<file path="src/hw/asqtc_pkg.sv">
// Package for the converter sequencer and trigger control block
`default_nettype none
package asqtc_pkg;
   // Register map, word offsets (byte address = 4 * index)
   localparam logic [7:0] OFF_PHASE    = 8'h00;
   localparam logic [7:0] OFF_REF      = 8'h01;
   localparam logic [7:0] OFF_ENABLE   = 8'h02;
   localparam logic [7:0] OFF_PTRIG    = 8'h03;
   localparam logic [7:0] OFF_STATUS   = 8'h04;
   localparam logic [7:0] OFF_STCLR    = 8'h05;
   localparam logic [7:0] OFF_SEQCFG0  = 8'h08;
   localparam logic [7:0] OFF_FIFO0    = 8'h10;
   localparam logic [7:0] OFF_LEVEL0   = 8'h18;
   // Field positions
   localparam int PTRIG_WAIT_BIT   = 4;
   localparam int PTRIG_SIGNAL_BIT = 5;
   localparam int CFG_PRIO_LSB     = 4;
   localparam int CFG_MOD_BIT      = 6;
   // Reset values
   localparam logic [3:0] PHASE_RST  = 4'h0;
   localparam logic [1:0] REF_RST    = 2'h0;
   localparam logic [6:0] SEQCFG_RST = 7'h00;
   // Timing
   localparam int SAMPLE_PERIOD_NS = 2000;
   localparam int CLK_PERIOD_NS    = 20;
   localparam int SAMPLE_CYCLES    = SAMPLE_PERIOD_NS / CLK_PERIOD_NS;
   localparam int PHASE_STEPS      = 16;
   localparam int PHASE_UNIT       = SAMPLE_CYCLES / PHASE_STEPS;
   // Sequencer depths
   localparam int DEPTH0 = 8;
   localparam int DEPTH1 = 4;
   localparam int DEPTH2 = 4;
   localparam int DEPTH3 = 1;

   typedef enum logic [1:0] {
      REF_SEL_INT      = 2'h0,
      REF_SEL_EXT_HIGH = 2'h1,
      REF_SEL_EXT_LOW  = 2'h2
   } asqtc_ref_t;

   typedef enum logic [3:0] {
      TRIG_SRC_PROC        = 4'h0,
      TRIG_SRC_CMP_FIRST   = 4'h1,
      TRIG_SRC_CMP_SECOND  = 4'h2,
      TRIG_SRC_CMP_THIRD   = 4'h3,
      TRIG_SRC_EXT         = 4'h4,
      TRIG_SRC_TIMER       = 4'h5,
      TRIG_SRC_GEN_FIRST   = 4'h6,
      TRIG_SRC_GEN_SECOND  = 4'h7,
      TRIG_SRC_GEN_THIRD   = 4'h8,
      TRIG_SRC_GEN_FOURTH  = 4'h9,
      TRIG_SRC_ALWAYS      = 4'hF
   } asqtc_src_t;

   typedef enum logic [3:0] {
      ST_IDLE  = 4'b0001,
      ST_DELAY = 4'b0010,
      ST_CONV  = 4'b0100,
      ST_STORE = 4'b1000
   } asqtc_state_t;

   // Trigger inputs grouped together
   typedef struct packed {
      logic [2:0] cmp;
      logic       timer;
      logic [3:0] gen_mod0;
      logic [3:0] gen_mod1;
   } asqtc_trig_t;

   // Per-sequence configuration
   typedef struct packed {
      logic       gen_mod;
      logic [1:0] prio;
      logic [3:0] src;
   } asqtc_cfg_t;
endpackage : asqtc_pkg
`default_nettype wire

</file>
<file path="src/hw/asqtc_fifo.sv">
// Parameterised synchronous FIFO with valid/ready and level
`default_nettype none
module asqtc_fifo #(
   parameter int WIDTH = 12,
   parameter int DEPTH = 32
) (
   // Clock and reset
   input  wire logic                     clk_i,
   input  wire logic                     rst_i,
   input  wire logic                     ce_i,
   // Fill side
   input  wire logic                     in_valid_i,
   output logic                          in_ready_o,
   input  wire logic [WIDTH-1:0]         in_data_i,
   // Drain side
   output logic                          out_valid_o,
   input  wire logic                     out_ready_i,
   output logic [WIDTH-1:0]              out_data_o,
   output logic [$clog2(DEPTH+1)-1:0]    level_o
);
   localparam int AW = $clog2(DEPTH);
   logic [WIDTH-1:0]           mem_q [DEPTH];
   logic [AW-1:0]              wr_q;
   logic [AW-1:0]              rd_q;
   logic [$clog2(DEPTH+1)-1:0] cnt_q;
   wire                        push = in_valid_i & in_ready_o;
   wire                        pop  = out_valid_o & out_ready_i;

   assign in_ready_o  = (cnt_q != DEPTH[$clog2(DEPTH+1)-1:0]);
   assign out_valid_o = (cnt_q != '0);
   assign out_data_o  = mem_q[rd_q];
   assign level_o     = cnt_q;

   always_ff @(posedge clk_i) begin
      if (rst_i) begin
         wr_q  <= '0;
         rd_q  <= '0;
         cnt_q <= '0;
      end else if (ce_i) begin
         if (push) begin
            mem_q[wr_q] <= in_data_i;
            wr_q        <= (wr_q == AW'(DEPTH-1)) ? '0 : wr_q + 1'b1;
         end
         if (pop) begin
            rd_q <= (rd_q == AW'(DEPTH-1)) ? '0 : rd_q + 1'b1;
         end
         cnt_q <= cnt_q + {{($clog2(DEPTH+1)-1){1'b0}}, push}
                        - {{($clog2(DEPTH+1)-1){1'b0}}, pop};
      end
   end
endmodule : asqtc_fifo
`default_nettype wire

</file>
<file path="src/hw/asqtc_top.sv">
// Sequencer trigger, priority, phase delay and result FIFO control
// Operation
// - Trigger-to-start delay selectable in sixteen steps of 6 clocks (21.6 degrees), 0 to 324.
// - One phase setting per module, shared by all four sequences.
// - Processor trigger starts a sequence only if its source is processor.
// - Wait-flag processor trigger held until signal trigger from another module.
// - Reference select internal, external high or external low; readable back.
// - Four sequencers with depths eight, four, four and one.
// - Trigger source from processor, comparators, pin, timer, generators, always.
// - Always trigger captures back to back, yielding to higher priority.
// - Per-sequence select picks generator module zero or one.
// - Two-bit priority; lowest value pending sequence runs first.
// - Each sequencer has its own FIFO with readable sample count.
// - Disabled sequence ignores its trigger; a run already in progress still completes.
// - External trigger arrives on a dedicated input pin.
// - Enabled sequence begins capturing when its trigger is detected.
// - Sticky overflow flag when trigger arrives while FIFO still holds samples.
// - Sticky underflow flag when reading an empty FIFO.
//
// Chosen here: the plain strobed port and the placing of the registers.
`default_nettype none
module asqtc_top #(
   parameter int DATA_W     = 12,
   parameter int FIFO_DEPTH = 32
) (
   // Clock, reset, enable
   input  wire logic                 CLOCK_I,
   input  wire logic                 SRST_I,
   input  wire logic                 CE_I,
   // Register port
   input  wire logic [7:0]           ADDR_I,
   input  wire logic [31:0]          WDATA_I,
   input  wire logic                 WR_I,
   input  wire logic                 RD_I,
   output logic      [31:0]          RDATA_O,
   // Trigger sources
   input  wire asqtc_pkg::asqtc_trig_t TRIG_I,
   input  wire logic                 EXT_TRIG_PIN_I,
   // Cross-module processor trigger sync
   input  wire logic                 SYNC_SIGNAL_I,
   output logic                      SYNC_SIGNAL_O,
   // Converter core
   output logic                      CONV_START_O,
   output logic      [2:0]           CONV_STEP_O,
   input  wire logic                 CONV_DONE_I,
   input  wire logic [DATA_W-1:0]    CONV_DATA_I,
   output logic      [1:0]           REF_SEL_O
);
   ////////////////////////////////////////////////////////////////////////
   function automatic logic [2:0] last_step(input logic [1:0] s);
      unique case (s)
         2'd0:    last_step = 3'(asqtc_pkg::DEPTH0 - 1);
         2'd1:    last_step = 3'(asqtc_pkg::DEPTH1 - 1);
         2'd2:    last_step = 3'(asqtc_pkg::DEPTH2 - 1);
         default: last_step = 3'(asqtc_pkg::DEPTH3 - 1);
      endcase
   endfunction : last_step

   localparam int LW = $clog2(FIFO_DEPTH+1);

   // Pin synchroniser
   logic ext_s1_q;
   logic ext_s2_q;
   logic ext_s3_q;
   logic sig_s1_q;
   logic sig_s2_q;
   always_ff @(posedge CLOCK_I) begin
      if (SRST_I) begin
         ext_s1_q <= 1'b0;
         ext_s2_q <= 1'b0;
         ext_s3_q <= 1'b0;
         sig_s1_q <= 1'b0;
         sig_s2_q <= 1'b0;
      end else if (CE_I) begin
         ext_s1_q <= EXT_TRIG_PIN_I;
         ext_s2_q <= ext_s1_q;
         ext_s3_q <= ext_s2_q;
         sig_s1_q <= SYNC_SIGNAL_I;
         sig_s2_q <= sig_s1_q;
      end
   end
   wire ext_rise = ext_s2_q & ~ext_s3_q;

   ////////////////////////////////////////////////////////////////////////
   // Registers
   logic [3:0]            phase_q;
   logic [1:0]            ref_q;
   logic [3:0]            en_q;
   logic [3:0]            ovf_q;
   logic [3:0]            unf_q;
   asqtc_pkg::asqtc_cfg_t cfg_q [4];
   logic [3:0]            ptrig_q;
   logic [3:0]            pwait_q;

   wire       wr_ptrig = WR_I && ADDR_I == asqtc_pkg::OFF_PTRIG;
   wire [1:0] wseq     = WDATA_I[1:0];
   wire       w_wait   = WDATA_I[asqtc_pkg::PTRIG_WAIT_BIT];
   wire       w_signal = WDATA_I[asqtc_pkg::PTRIG_SIGNAL_BIT];
   wire       wr_stclr = WR_I && ADDR_I == asqtc_pkg::OFF_STCLR;
   wire       wr_cfg   = WR_I && ADDR_I[7:2] == asqtc_pkg::OFF_SEQCFG0[7:2];
   wire       rd_fifo  = RD_I && ADDR_I[7:2] == asqtc_pkg::OFF_FIFO0[7:2];
   wire [1:0] aseq     = ADDR_I[1:0];

   // Signal flag only notifies other modules; held triggers here release on SYNC_SIGNAL_I
   assign SYNC_SIGNAL_O = wr_ptrig & w_signal;

   always_ff @(posedge CLOCK_I) begin
      if (SRST_I) begin
         phase_q <= asqtc_pkg::PHASE_RST;
         ref_q   <= asqtc_pkg::REF_RST;
         en_q    <= '0;
      end else if (CE_I && WR_I) begin
         if (ADDR_I == asqtc_pkg::OFF_PHASE)  phase_q <= WDATA_I[3:0];
         if (ADDR_I == asqtc_pkg::OFF_REF && WDATA_I[1:0] != 2'h3) begin
            ref_q <= WDATA_I[1:0];
         end
         if (ADDR_I == asqtc_pkg::OFF_ENABLE) en_q <= WDATA_I[3:0];
      end
   end
   assign REF_SEL_O = ref_q;

   always_ff @(posedge CLOCK_I) begin
      if (SRST_I) begin
         for (int i = 0; i < 4; i++) cfg_q[i] <= asqtc_pkg::SEQCFG_RST;
      end else if (CE_I && wr_cfg) begin
         cfg_q[aseq] <= WDATA_I[6:0];
      end
   end

   ////////////////////////////////////////////////////////////////////////
   // Trigger detection per sequence
   logic [3:0] hw_trig;
   logic [3:0] pend_q;
   logic [3:0] start_seq;
   always_comb begin
      for (int i = 0; i < 4; i++) begin
         logic [3:0] g;
         g = cfg_q[i].gen_mod ? TRIG_I.gen_mod1 : TRIG_I.gen_mod0;
         unique case (cfg_q[i].src)
            asqtc_pkg::TRIG_SRC_PROC:       hw_trig[i] = ptrig_q[i];
            asqtc_pkg::TRIG_SRC_CMP_FIRST:  hw_trig[i] = TRIG_I.cmp[0];
            asqtc_pkg::TRIG_SRC_CMP_SECOND: hw_trig[i] = TRIG_I.cmp[1];
            asqtc_pkg::TRIG_SRC_CMP_THIRD:  hw_trig[i] = TRIG_I.cmp[2];
            asqtc_pkg::TRIG_SRC_EXT:        hw_trig[i] = ext_rise;
            asqtc_pkg::TRIG_SRC_TIMER:      hw_trig[i] = TRIG_I.timer;
            asqtc_pkg::TRIG_SRC_GEN_FIRST:  hw_trig[i] = g[0];
            asqtc_pkg::TRIG_SRC_GEN_SECOND: hw_trig[i] = g[1];
            asqtc_pkg::TRIG_SRC_GEN_THIRD:  hw_trig[i] = g[2];
            asqtc_pkg::TRIG_SRC_GEN_FOURTH: hw_trig[i] = g[3];
            asqtc_pkg::TRIG_SRC_ALWAYS:     hw_trig[i] = 1'b1;
            default:                        hw_trig[i] = 1'b0;
         endcase
      end
   end

   // Processor triggers: one-cycle pulse, or held until a signal arrives
   always_ff @(posedge CLOCK_I) begin
      if (SRST_I) begin
         ptrig_q <= '0;
         pwait_q <= '0;
      end else if (CE_I) begin
         ptrig_q <= pwait_q & {4{sig_s2_q}};
         pwait_q <= sig_s2_q ? '0 : pwait_q;
         if (wr_ptrig && cfg_q[wseq].src == asqtc_pkg::TRIG_SRC_PROC) begin
            if (w_wait) pwait_q[wseq] <= 1'b1;
            else        ptrig_q[wseq] <= 1'b1;
         end
      end
   end

   ////////////////////////////////////////////////////////////////////////
   // Sequencer FSM
   asqtc_pkg::asqtc_state_t st_q;
   logic [1:0]              cur_q;
   logic [2:0]              step_q;
   logic [7:0]              dly_q;
   logic [DATA_W-1:0]       smp_q;
   logic [3:0]              push_ok;
   logic [3:0]              in_rdy;
   logic [LW-1:0]           lvl [4];
   logic [DATA_W-1:0]       fdata [4];
   logic [3:0]              fvalid;

   // Pick the pending sequence with the numerically lowest priority
   logic [1:0] win;
   logic       any;
   always_comb begin
      win = 2'd0;
      any = 1'b0;
      for (int i = 3; i >= 0; i--) begin
         if (pend_q[i] && (!any || cfg_q[i].prio <= cfg_q[win].prio)) begin
            win = 2'(i);
            any = 1'b1;
         end
      end
   end

   // Hardware triggers latch as pending; always re-arms each pass
   always_comb begin
      for (int i = 0; i < 4; i++) start_seq[i] = en_q[i] & hw_trig[i];
   end

   wire launch = (st_q == asqtc_pkg::ST_IDLE) && any;
   always_ff @(posedge CLOCK_I) begin
      if (SRST_I) begin
         pend_q <= '0;
      end else if (CE_I) begin
         for (int i = 0; i < 4; i++) begin
            if (start_seq[i])                                pend_q[i] <= 1'b1;
            else if (!en_q[i] || (launch && win == 2'(i)))   pend_q[i] <= 1'b0;
         end
      end
   end

   wire [7:0] dly_target = 8'(phase_q * asqtc_pkg::PHASE_UNIT);

   always_ff @(posedge CLOCK_I) begin
      if (SRST_I) begin
         st_q   <= asqtc_pkg::ST_IDLE;
         cur_q  <= '0;
         step_q <= '0;
         dly_q  <= '0;
         smp_q  <= '0;
      end else if (CE_I) begin
         unique case (st_q)
            asqtc_pkg::ST_IDLE: if (any) begin
               cur_q  <= win;
               step_q <= '0;
               dly_q  <= '0;
               st_q   <= asqtc_pkg::ST_DELAY;
            end
            asqtc_pkg::ST_DELAY: begin
               if (dly_q >= dly_target) st_q <= asqtc_pkg::ST_CONV;
               else                     dly_q <= dly_q + 8'h01;
            end
            asqtc_pkg::ST_CONV: if (CONV_DONE_I) begin
               smp_q <= CONV_DATA_I;
               st_q  <= asqtc_pkg::ST_STORE;
            end
            asqtc_pkg::ST_STORE: if (in_rdy[cur_q]) begin
               if (step_q == last_step(cur_q)) st_q <= asqtc_pkg::ST_IDLE;
               else begin
                  step_q <= step_q + 3'h1;
                  st_q   <= asqtc_pkg::ST_CONV;
               end
            end
         endcase
      end
   end

   // One start pulse on entering each conversion
   logic conv_q;
   always_ff @(posedge CLOCK_I) begin
      if (SRST_I)    conv_q <= 1'b0;
      else if (CE_I) conv_q <= (st_q == asqtc_pkg::ST_CONV);
   end
   assign CONV_START_O = (st_q == asqtc_pkg::ST_CONV) & ~conv_q;
   assign CONV_STEP_O  = step_q;

   ////////////////////////////////////////////////////////////////////////
   // Result FIFOs, one per sequencer
   genvar gi;
   generate
      for (gi = 0; gi < 4; gi++) begin : g_fifo
         assign push_ok[gi] = (st_q == asqtc_pkg::ST_STORE) && cur_q == 2'(gi);
         asqtc_fifo #(.WIDTH(DATA_W), .DEPTH(FIFO_DEPTH)) u_fifo (
            .clk_i       (CLOCK_I),
            .rst_i       (SRST_I),
            .ce_i        (CE_I),
            .in_valid_i  (push_ok[gi]),
            .in_ready_o  (in_rdy[gi]),
            .in_data_i   (smp_q),
            .out_valid_o (fvalid[gi]),
            .out_ready_i (rd_fifo && aseq == 2'(gi)),
            .out_data_o  (fdata[gi]),
            .level_o     (lvl[gi])
         );
      end
   endgenerate

   // Sticky flags: set wins over clear
   always_ff @(posedge CLOCK_I) begin
      if (SRST_I) begin
         ovf_q <= '0;
         unf_q <= '0;
      end else if (CE_I) begin
         for (int i = 0; i < 4; i++) begin
            if (start_seq[i] && fvalid[i])                  ovf_q[i] <= 1'b1;
            else if (wr_stclr && WDATA_I[i])                ovf_q[i] <= 1'b0;
            if (rd_fifo && aseq == 2'(i) && !fvalid[i])     unf_q[i] <= 1'b1;
            else if (wr_stclr && WDATA_I[i+4])              unf_q[i] <= 1'b0;
         end
      end
   end

   ////////////////////////////////////////////////////////////////////////
   // Read data, one cycle after the strobe
   logic [31:0] rd_d;
   always_comb begin
      rd_d = 32'h0000_0000;
      if (ADDR_I == asqtc_pkg::OFF_PHASE)       rd_d[3:0] = phase_q;
      else if (ADDR_I == asqtc_pkg::OFF_REF)    rd_d[1:0] = ref_q;
      else if (ADDR_I == asqtc_pkg::OFF_ENABLE) rd_d[3:0] = en_q;
      else if (ADDR_I == asqtc_pkg::OFF_STATUS) rd_d[12:0] = {st_q != asqtc_pkg::ST_IDLE,
                                                             pwait_q, unf_q, ovf_q};
      else if (wr_cfg || ADDR_I[7:2] == asqtc_pkg::OFF_SEQCFG0[7:2])
         rd_d[6:0] = cfg_q[aseq];
      else if (rd_fifo)                         rd_d[DATA_W-1:0] = fdata[aseq];
      else if (ADDR_I[7:2] == asqtc_pkg::OFF_LEVEL0[7:2])
         rd_d[LW-1:0] = lvl[aseq];
   end
   always_ff @(posedge CLOCK_I) begin
      if (SRST_I)           RDATA_O <= '0;
      else if (CE_I && RD_I) RDATA_O <= rd_d;
   end
endmodule : asqtc_top
`default_nettype wire

</file>
<file path="config.mk">
export PLATFORM = sky130hd
export DESIGN_NAME = asqtc_top
export DESIGN_NICKNAME = d
export VERILOG_FILES = /design/src/hw/asqtc_pkg.sv /design/src/hw/asqtc_fifo.sv /design/src/hw/asqtc_top.sv
export SDC_FILE = /design/constraint.sdc
export NUM_CORES = 2
export LEC_CHECK = 0
export BUFFER_PORTS_ARGS = -buffer_cell sky130_fd_sc_hd__clkbuf_2
export CAP_MARGIN = 30
export CORE_MARGIN = 2
export CORE_UTILIZATION = 42
export DETAILED_ROUTE_END_ITERATION = 10
export SLEW_MARGIN = 20
export SYNTH_ARGS = -nofsm -noshare
export SYNTH_HDL_FRONTEND = slang
export SYNTH_SLANG_ARGS = --single-unit
</file>
<file path="constraint.sdc">
create_clock -name CLOCK_I -period 11.65 [get_ports CLOCK_I]
set_input_delay 0 -clock CLOCK_I [delete_from_list [all_inputs] [get_ports CLOCK_I]]
set_output_delay 0 -clock CLOCK_I [all_outputs]
set_load 0.005 [all_outputs]
</file>
After elaboration in Yosys (flattened, before gate mapping)
Memory sizes are Yosys's and may differ from the RTL's. A register that Yosys moved wholly into a read port is not among the register bits.
Index checks and enable logic that the tools add are counted.
- register bits after elaboration: 142
- bits in writable memories: 1564
- bits of input ports: 72
- output and inout port bits: 39
- logic and storage cells: 425
- memories kept: 5
- add/sub/neg operators: 18
- multiply operators: 1
- $lt $le $gt $ge: 8
- equality and inequality tests: 82
- multiplexer cells: 131
- bitwise operators: 21
- reduce and logical (&&, ||, !) cells: 118
- memories (memory ; depth ; width ; rd ports ; clocked after memory_dff ; write ports ; line ; source):
    g_fifo[0].u_fifo.mem_q ; 32 ; 12 ; 1 ; 1 ; 1 ; asqtc_fifo.sv:22 ; logic [WIDTH-1:0] mem_q [DEPTH];
    g_fifo[1].u_fifo.mem_q ; 32 ; 12 ; 1 ; 1 ; 1 ; asqtc_fifo.sv:22 ;
    g_fifo[2].u_fifo.mem_q ; 32 ; 12 ; 1 ; 1 ; 1 ; asqtc_fifo.sv:22 ;
    g_fifo[3].u_fifo.mem_q ; 32 ; 12 ; 1 ; 1 ; 1 ; asqtc_fifo.sv:22 ;
    cfg_q ; 4 ; 7 ; 9 ; 0 ; 4 ; asqtc_top.sv:91 ; asqtc_pkg::asqtc_cfg_t cfg_q [4];
- operators with widths (kind ; number):
    two-way mux 5 bit ; 17
    equality test 4 x 3 -> 1 bit, second input constant ; 17
    two-way mux 4 bit ; 15
    two-way mux 6 bit ; 10
    two-way mux 1 bit ; 53
    equality test 4 bit, second input constant ; 13
    AND reduction 2 bit ; 23
    case mux 1 bit (11 select lines) ; 4
    logical AND 1 bit ; 42
    adder 5 x 1 -> 5 bit, second input constant ; 8
    equality test 5 bit, second input constant ; 8
    equality test 4 x 2 -> 1 bit, second input constant ; 9
    two-way mux 12 bit ; 3
    nonzero test 2 bit ; 14
    adder 6 x 1 -> 6 bit ; 4
    binary-select mux 12 bit (select 2 bit) ; 1
    two-way mux 3 bit ; 8
    != test 6 bit, second input constant ; 4
    nonzero test 6 bit ; 4
    subtractor 6 x 1 -> 6 bit ; 4
    equality test 4 x 1 -> 1 bit, second input constant ; 5
    logical NOT 4 bit ; 5
    two-way mux 9 bit ; 2
    equality test 8 x 2 -> 1 bit, second input constant ; 2
    41 further kinds ; 104

Logic depth before layout (Yosys ltp)
An unclocked memory read counts as a cell.
- word-level depth: 21
- gate-level depth with buffers: 27
- depth with buffers taken out: 26

By module
A second synthesis with hierarchy kept.
- cell total of the unflattened synthesis: 4199
- area total of the unflattened synthesis: 71019.4 um^2
- modules (own cells, without submodules) (module ; times used ; cells an instance ; area each (um^2) ; sequential area each (um^2)):
    asqtc_fifo (g_fifo[1].u_fifo ...) ; 2 ; 857 ; 16055.4 ; 11951.5
    asqtc_fifo (g_fifo[0].u_fifo) ; 1 ; 856 ; 16052.9 ; 11951.5
    asqtc_fifo (g_fifo[3].u_fifo) ; 1 ; 857 ; 16006.6 ; 11951.5
    asqtc_top ; 1 ; 772 ; 6849.1 ; 2402.3

Worst setup path after synthesis
OpenSTA, ideal clock, no wires.
- kind: reg-to-reg
- from: register pend_q[3]
- to: register pend_q[0]
- setup time: 0.128 ns
- arrival: 4.406 ns
- required time: 11.522 ns
- setup slack: 7.116 ns
- cell stages (with the launch flop): 24
- buffers on the path: 1
- clock period less this slack: 4.534 ns
- path through: dfxtp_1 > clkbuf_1 > mux2i_1 > ha_1 > nand2_1 > o21ai_0 > a21boi_0 > nor2_1 > a31oi_1 > o21ai_0 > ha_1 > nand2_1 > o21ai_0 > a21oi_1 > mux2_2 > o21ai_0 > ha_1 > a21oi_1 > o21ai_0 > a211o_1 > o21ai_0 > nand2_1 > a21oi_1 > nor2_1
- cells in the longest elaborated chain, start to end: 21
- elaborated cells between the ends (all ways): 27
- those cells by class: order compare (3); mux (8); reduce/logical (15); memory (1)
- RTL lines (item ; line ; source):
    start, declared ; asqtc_top.sv:133 ; logic [3:0] pend_q;
    start signal, assigned ; asqtc_top.sv:206 ; pend_q <= '0;
    start signal, assigned by index ; asqtc_top.sv:209 ; if (start_seq[i]) pend_q[i] <= 1'b1;
    start signal, assigned by index ; asqtc_top.sv:210 ; else if (!en_q[i] || (launch && win == 2'(i))) pend_q[i] <= 1'b0;
    two-way mux 2 bit ; asqtc_top.sv:191 ; if (pend_q[i] && (!any || cfg_q[i].prio <= cfg_q[win].prio)) begin
    memory read (4 x 7 bit) ; n/a ;
    less-or-equal comparator 2 bit ; asqtc_top.sv:191 ;
    logical OR 1 bit ; asqtc_top.sv:191 ;
    logical AND 1 bit ; asqtc_top.sv:191 ;
    two-way mux 2 bit ; asqtc_top.sv:191 ;
    memory read (4 x 7 bit) ; n/a ;
    less-or-equal comparator 2 bit ; asqtc_top.sv:191 ;
    [5 not listed] ; n/a ;
    logical OR 1 bit ; asqtc_top.sv:191 ;
    logical AND 1 bit ; asqtc_top.sv:191 ;
    two-way mux 2 bit or two-way mux 1 bit (tied branches) ; asqtc_top.sv:191 ;
    logical NOT 2 bit or logical AND 1 bit (tied branches) ; asqtc_top.sv:210, asqtc_top.sv:203 ;
    logical AND 1 bit (*) ; asqtc_top.sv:210 ;
    logical OR 1 bit (*) ; asqtc_top.sv:210 ;
    nonzero test 2 bit (no line) (*) ; n/a ;
    AND reduction 2 bit (no line) (*) ; n/a ;
Mark *: on every way between the ends. The rest lies on a longest branch, timed or not.
A chain may end at the register's enable or synchronous reset.

Worst setup path after layout
- from: register pend_q[3]
- to: register pend_q[3]
- cells in the longest elaborated chain, start to end: 21
- elaborated cells between the ends (all ways): 27
- those cells by class: order compare (3); eq/ne (1); mux (8); reduce/logical (14); memory (1)
- RTL lines (item ; line):
    two-way mux 2 bit ; asqtc_top.sv:191
    memory read (4 x 7 bit) ; n/a
    less-or-equal comparator 2 bit ; asqtc_top.sv:191
    logical OR 1 bit ; asqtc_top.sv:191
    logical AND 1 bit ; asqtc_top.sv:191
    two-way mux 2 bit ; asqtc_top.sv:191
    memory read (4 x 7 bit) ; n/a
    less-or-equal comparator 2 bit ; asqtc_top.sv:191
    [5 not listed] ; n/a
    logical OR 1 bit ; asqtc_top.sv:191
    logical AND 1 bit ; asqtc_top.sv:191
    two-way mux 2 bit or two-way mux 1 bit (tied branches) ; asqtc_top.sv:191
    equality test 2 bit or logical AND 1 bit (tied branches) ; asqtc_top.sv:210, asqtc_top.sv:203
    logical AND 1 bit (*) ; asqtc_top.sv:210
    logical OR 1 bit (*) ; asqtc_top.sv:210
    nonzero test 2 bit (no line) (*) ; n/a
    AND reduction 2 bit (no line) (*) ; n/a
Marks and branches as above.

==> results.py <==
metrics = {
    "run_status": {
        "outcome": "complete, no violations",
    },
    "pwr": {
        "switchingPower_mw": 2.54,
        "peakVddDrop_mv": 0.142,
        "leakagePower_nw": 29.2,
        "power_switching_share": 0.202,
        "power.total_mw": 12.6,
        "powerDensity_nw_per_um2": 157,
        "power_frac_seq": 0.532,
        "p_clk_frac": 0.447,
        "comb_power_share": 0.020,
        "internal_power_mw": 10.0,
    },
    "synthesis": {
        "syn_area_per_cell_um2": 18.9,
        "yosys_warnings": 0,
        "netlist_area_um2": 69900,
        "synth-main-ff-cell": "edfxtp_1",
        "yosys_register_bits": 1726,
        "yosysSeqAreaShare": 0.718,
        "syn_inst": 3691,
        "ys_types": 82,
        "synth-async-reset-ratio": 0,
        "synth_edf_count": 1564,
    },
    "timing": {
        "timing.fmax_mhz": 190,
        "tightest_slew_ns": 1.01,
        "period_needed_ns": 5.27,
        "slew_viol_final": 0,
        "rsz0062_at_grt": "no",
        "finalClockSkew_ns": 0.0399,
        "min_period_over_period": 0.452,
        "hold_viol_final": 0,
        "setup-violations-final": 0,
        "tns_ns": 0,
        "slew_headroom": 0.323,
        "setup_ws_ns": 6.38,
    },
    "die": {
        "fp.dieArea_um2": 170000,
        "ios": 111,
        "start_util": 0.423,
        "dieHeight_um": 412,
        "row_count": 149,
        "coreArea_um2": 165000,
        "fp.dieW_um": 412,
    },
    "grt": {
        "grt_start_max_net_pins": 93,
        "grt_usage": 0.193,
        "antenna_found_initial": 2,
        "grt_pass1_vias": 35400,
        "grt_first_pass_wirelength_um": 240000,
        "grt_overflow": 0,
    },
    "worst_hold_path": {
        "whs_path_depth": 7,
        "hp-class": "in -> reg",
    },
    "cts": {
        "htree_levels": 4,
        "cts-root-buf": "clkbuf_16",
        "clock_latency_ns": 0.79,
        "clk_pin_slew_ns": 0.07,
        "clkSinkCount": 1726,
        "cts_tree": "built",
        "clock_path_buffers": 3,
        "numCtsBuffers": 177,
        "cts_setup_buffers": 0,
    },
    "final_layout": {
        "mostFrequentLayoutCells": "1,564 x edfxtp_1, 485 x mux4_2, 300 x nor2_1",
        "final_common_cell": "edfxtp_1",
        "finalNetCount": 4155,
        "area_growth_pct": 14.8,
        "layout-drive-gt1-share": 0.253,
        "fin_util": 0.486,
        "seq_area_um2": 50300,
        "fillers": 13500,
        "fin_area_um2": 80300,
        "multiInputGateArea_um2": 18600,
    },
    "route": {
        "met1Wirelength_um": 72000,
        "wl_per_cell_um": 26.0,
        "detail-route-antenna-nets": 0,
        "drtPass1Iterations": 6,
        "wl_met3_um": 11200,
        "drt_iter0_drc": 3907,
        "num_vias": 35900,
        "topRoutingLayerUsed": "met4",
        "drc_errors": 0,
        "dr_wl_met2_um": 77200,
        "wl_um": 164000,
        "vias_per_cell": 5.67,
    },
    "place": {
        "place.gp.congestion": 0.877,
        "port_buffers": 67,
        "dpl.hpwl_um": 101000,
        "place_ws_ns": 6.46,
        "place_area_um2": 73600,
    },
    "critical_path": {
        "critPathSlowestCell": "a21boi_0",
        "cpPeakStageDelay_ns": 0.55,
        "worstPathRequired_ns": 12.30,
        "critPathArrivalTime_ns": 5.92,
        "crit_fanout": 9,
        "crit_top_cell": "o21ai_0",
        "r2r_cells": 23,
        "startpoint_type": "register",
        "path_cells": "mux2i_1 > ha_1 > nand2_1 > o21ai_0 > a21boi_0 > nor2_1 > a31oi_1 > o21ai_0 > ha_1 > nand2_1 > o21ai_0 > a21oi_1 > mux2_2 > o21ai_0 > ha_1 > nand2_1 > nand2_1 > o21ai_0 > o21ai_0 > o21ai_0 > nand2_1 > nand2_1 > a21oi_1",
        "critPathKind": "reg -> reg",
        "cp-end-kind": "register",
    },
    "job": {
        "maxCapViolCount": 0,
    },
}
-- metrics by stage --
stage                     std cells  hold slack, ns
after floorplan                3709           0.110
after global placement         5903           0.219
after detailed placement       5920           0.221
after CTS                      6319         0.00937
after global routing           6324           0.107
final                          6328           0.106
-- sequential cells by signal (all words and copies together), names as in the netlist, 8 cells and up, named ones only --
register / count
g_fifo.u_fifo.mem_q: 1536
g_fifo.u_fifo.level_o: 24
g_fifo.u_fifo.rd_q: 20
dly_q: 8
RDATA_O: 13
smp_q: 12
g_fifo.u_fifo.wr_q: 20
cfg_q: 28
-- area by class of cell --
class / count / area share
Multi-Input combinational cell: 1702 / 0.232
Inverter: 69 / 0.00323
Clock buffer: 223 / 0.0590
Timing Repair Buffer: 319 / 0.0324
Tap cell: 2189 / 0.0341
Antenna cell: 4 / 0.000125
Clock inverter: 96 / 0.0130
Sequential cell: 1726 / 0.626
-- cell usage after synthesis, drive strengths merged, types with 5 or more instances --
master	n	area [um2]
nor3b	7	52.6
nand3	42	220
o221ai	6	52.6
a22oi	17	128
nor2	307	1160
xnor2	13	114
clkbuf	114	428
xor2	11	96.3
o22ai	26	163
or3	10	67.6
nor2b	13	81.3
dfxtp	162	3240
a31oi	13	81.3
ha	83	1040
mux2i	100	1000
a211oi	17	128
nand2b	9	56.3
and3	33	206
or2	5	31.3
a21oi	103	515
nor4	9	56.3
or4	15	116
and2	12	75.1
mux4	485	10900
nand2	128	483
inv	69	259
a21o	5	37.5
nor3	29	150
or3b	10	87.6
or4b	8	80.1
nand3b	18	135
buf	98	574
fa	5	100
edfxtp	1564	47000
o211ai	9	72.6
o21ai	70	354
-- critical path: cells and delay by family, from the launching register on --
family | cells | cell delay (ns)
DFF | 1 | 0.51
AOI/OAI and AO/OA | 11 | 2.66
muxes | 2 | 0.63
adders and majority gates | 3 | 0.83
and+or+nand+nor | 7 | 0.49
-- repair_timing --
item                                   in CTS  in global routing
gates resized for setup                     0                  0
setup endpoints to repair                   0                  0
hold buffers                               80                  0
endpoints found under the hold margin     183                  0
-- power groups by stage --
stage          registers [mW]  clock network (mW)  logic [mW]
5_1_grt                  6.69                5.98       0.281
4_1_cts                  6.69                5.75       0.256
6_report                 6.69                5.63       0.256
3_3_place_gp             6.82                   0       0.237
3_5_place_dp             6.82                   0       0.239
2_1_floorplan            6.81                   0       0.172
-- path summary, 6_finish.rpt --
path / end / slack (ns) / startpoint
max reg2reg: pend_q[3]$_SDFFE_PP0P_ / 6.38 / pend_q[3]$_SDFFE_PP0P_
max: pend_q[3]$_SDFFE_PP0P_ / 6.38 / pend_q[3]$_SDFFE_PP0P_
min reg2reg: dly_q[7]$_SDFFE_PP0P_ / 0.45 / dly_q[7]$_SDFFE_PP0P_
min: pend_q[0]$_SDFFE_PP0P_ / 0.11 / TRIG_I[9]
-- per-layer routing --
metal,global-route usage,vias up
met5,0,-
met4,0.0531,0
met3,0.0334,226
met2,0.300,1246
met1,0.282,18900
li1,-,15600
-- kinds of logic after synthesis --
group           count (synthesis)  share of synthesized area
mux                           588                      0.171
simple gates                  667                     0.0456
flops                        1726                      0.718
other cells                     1                  0.0000536
fa+ha+maj                      88                     0.0163
buf+inv                       281                     0.0180
xor+xnor                       24                    0.00301
compound gates                316                     0.0282
No activity file was read; power rests on OpenSTA's default activity.
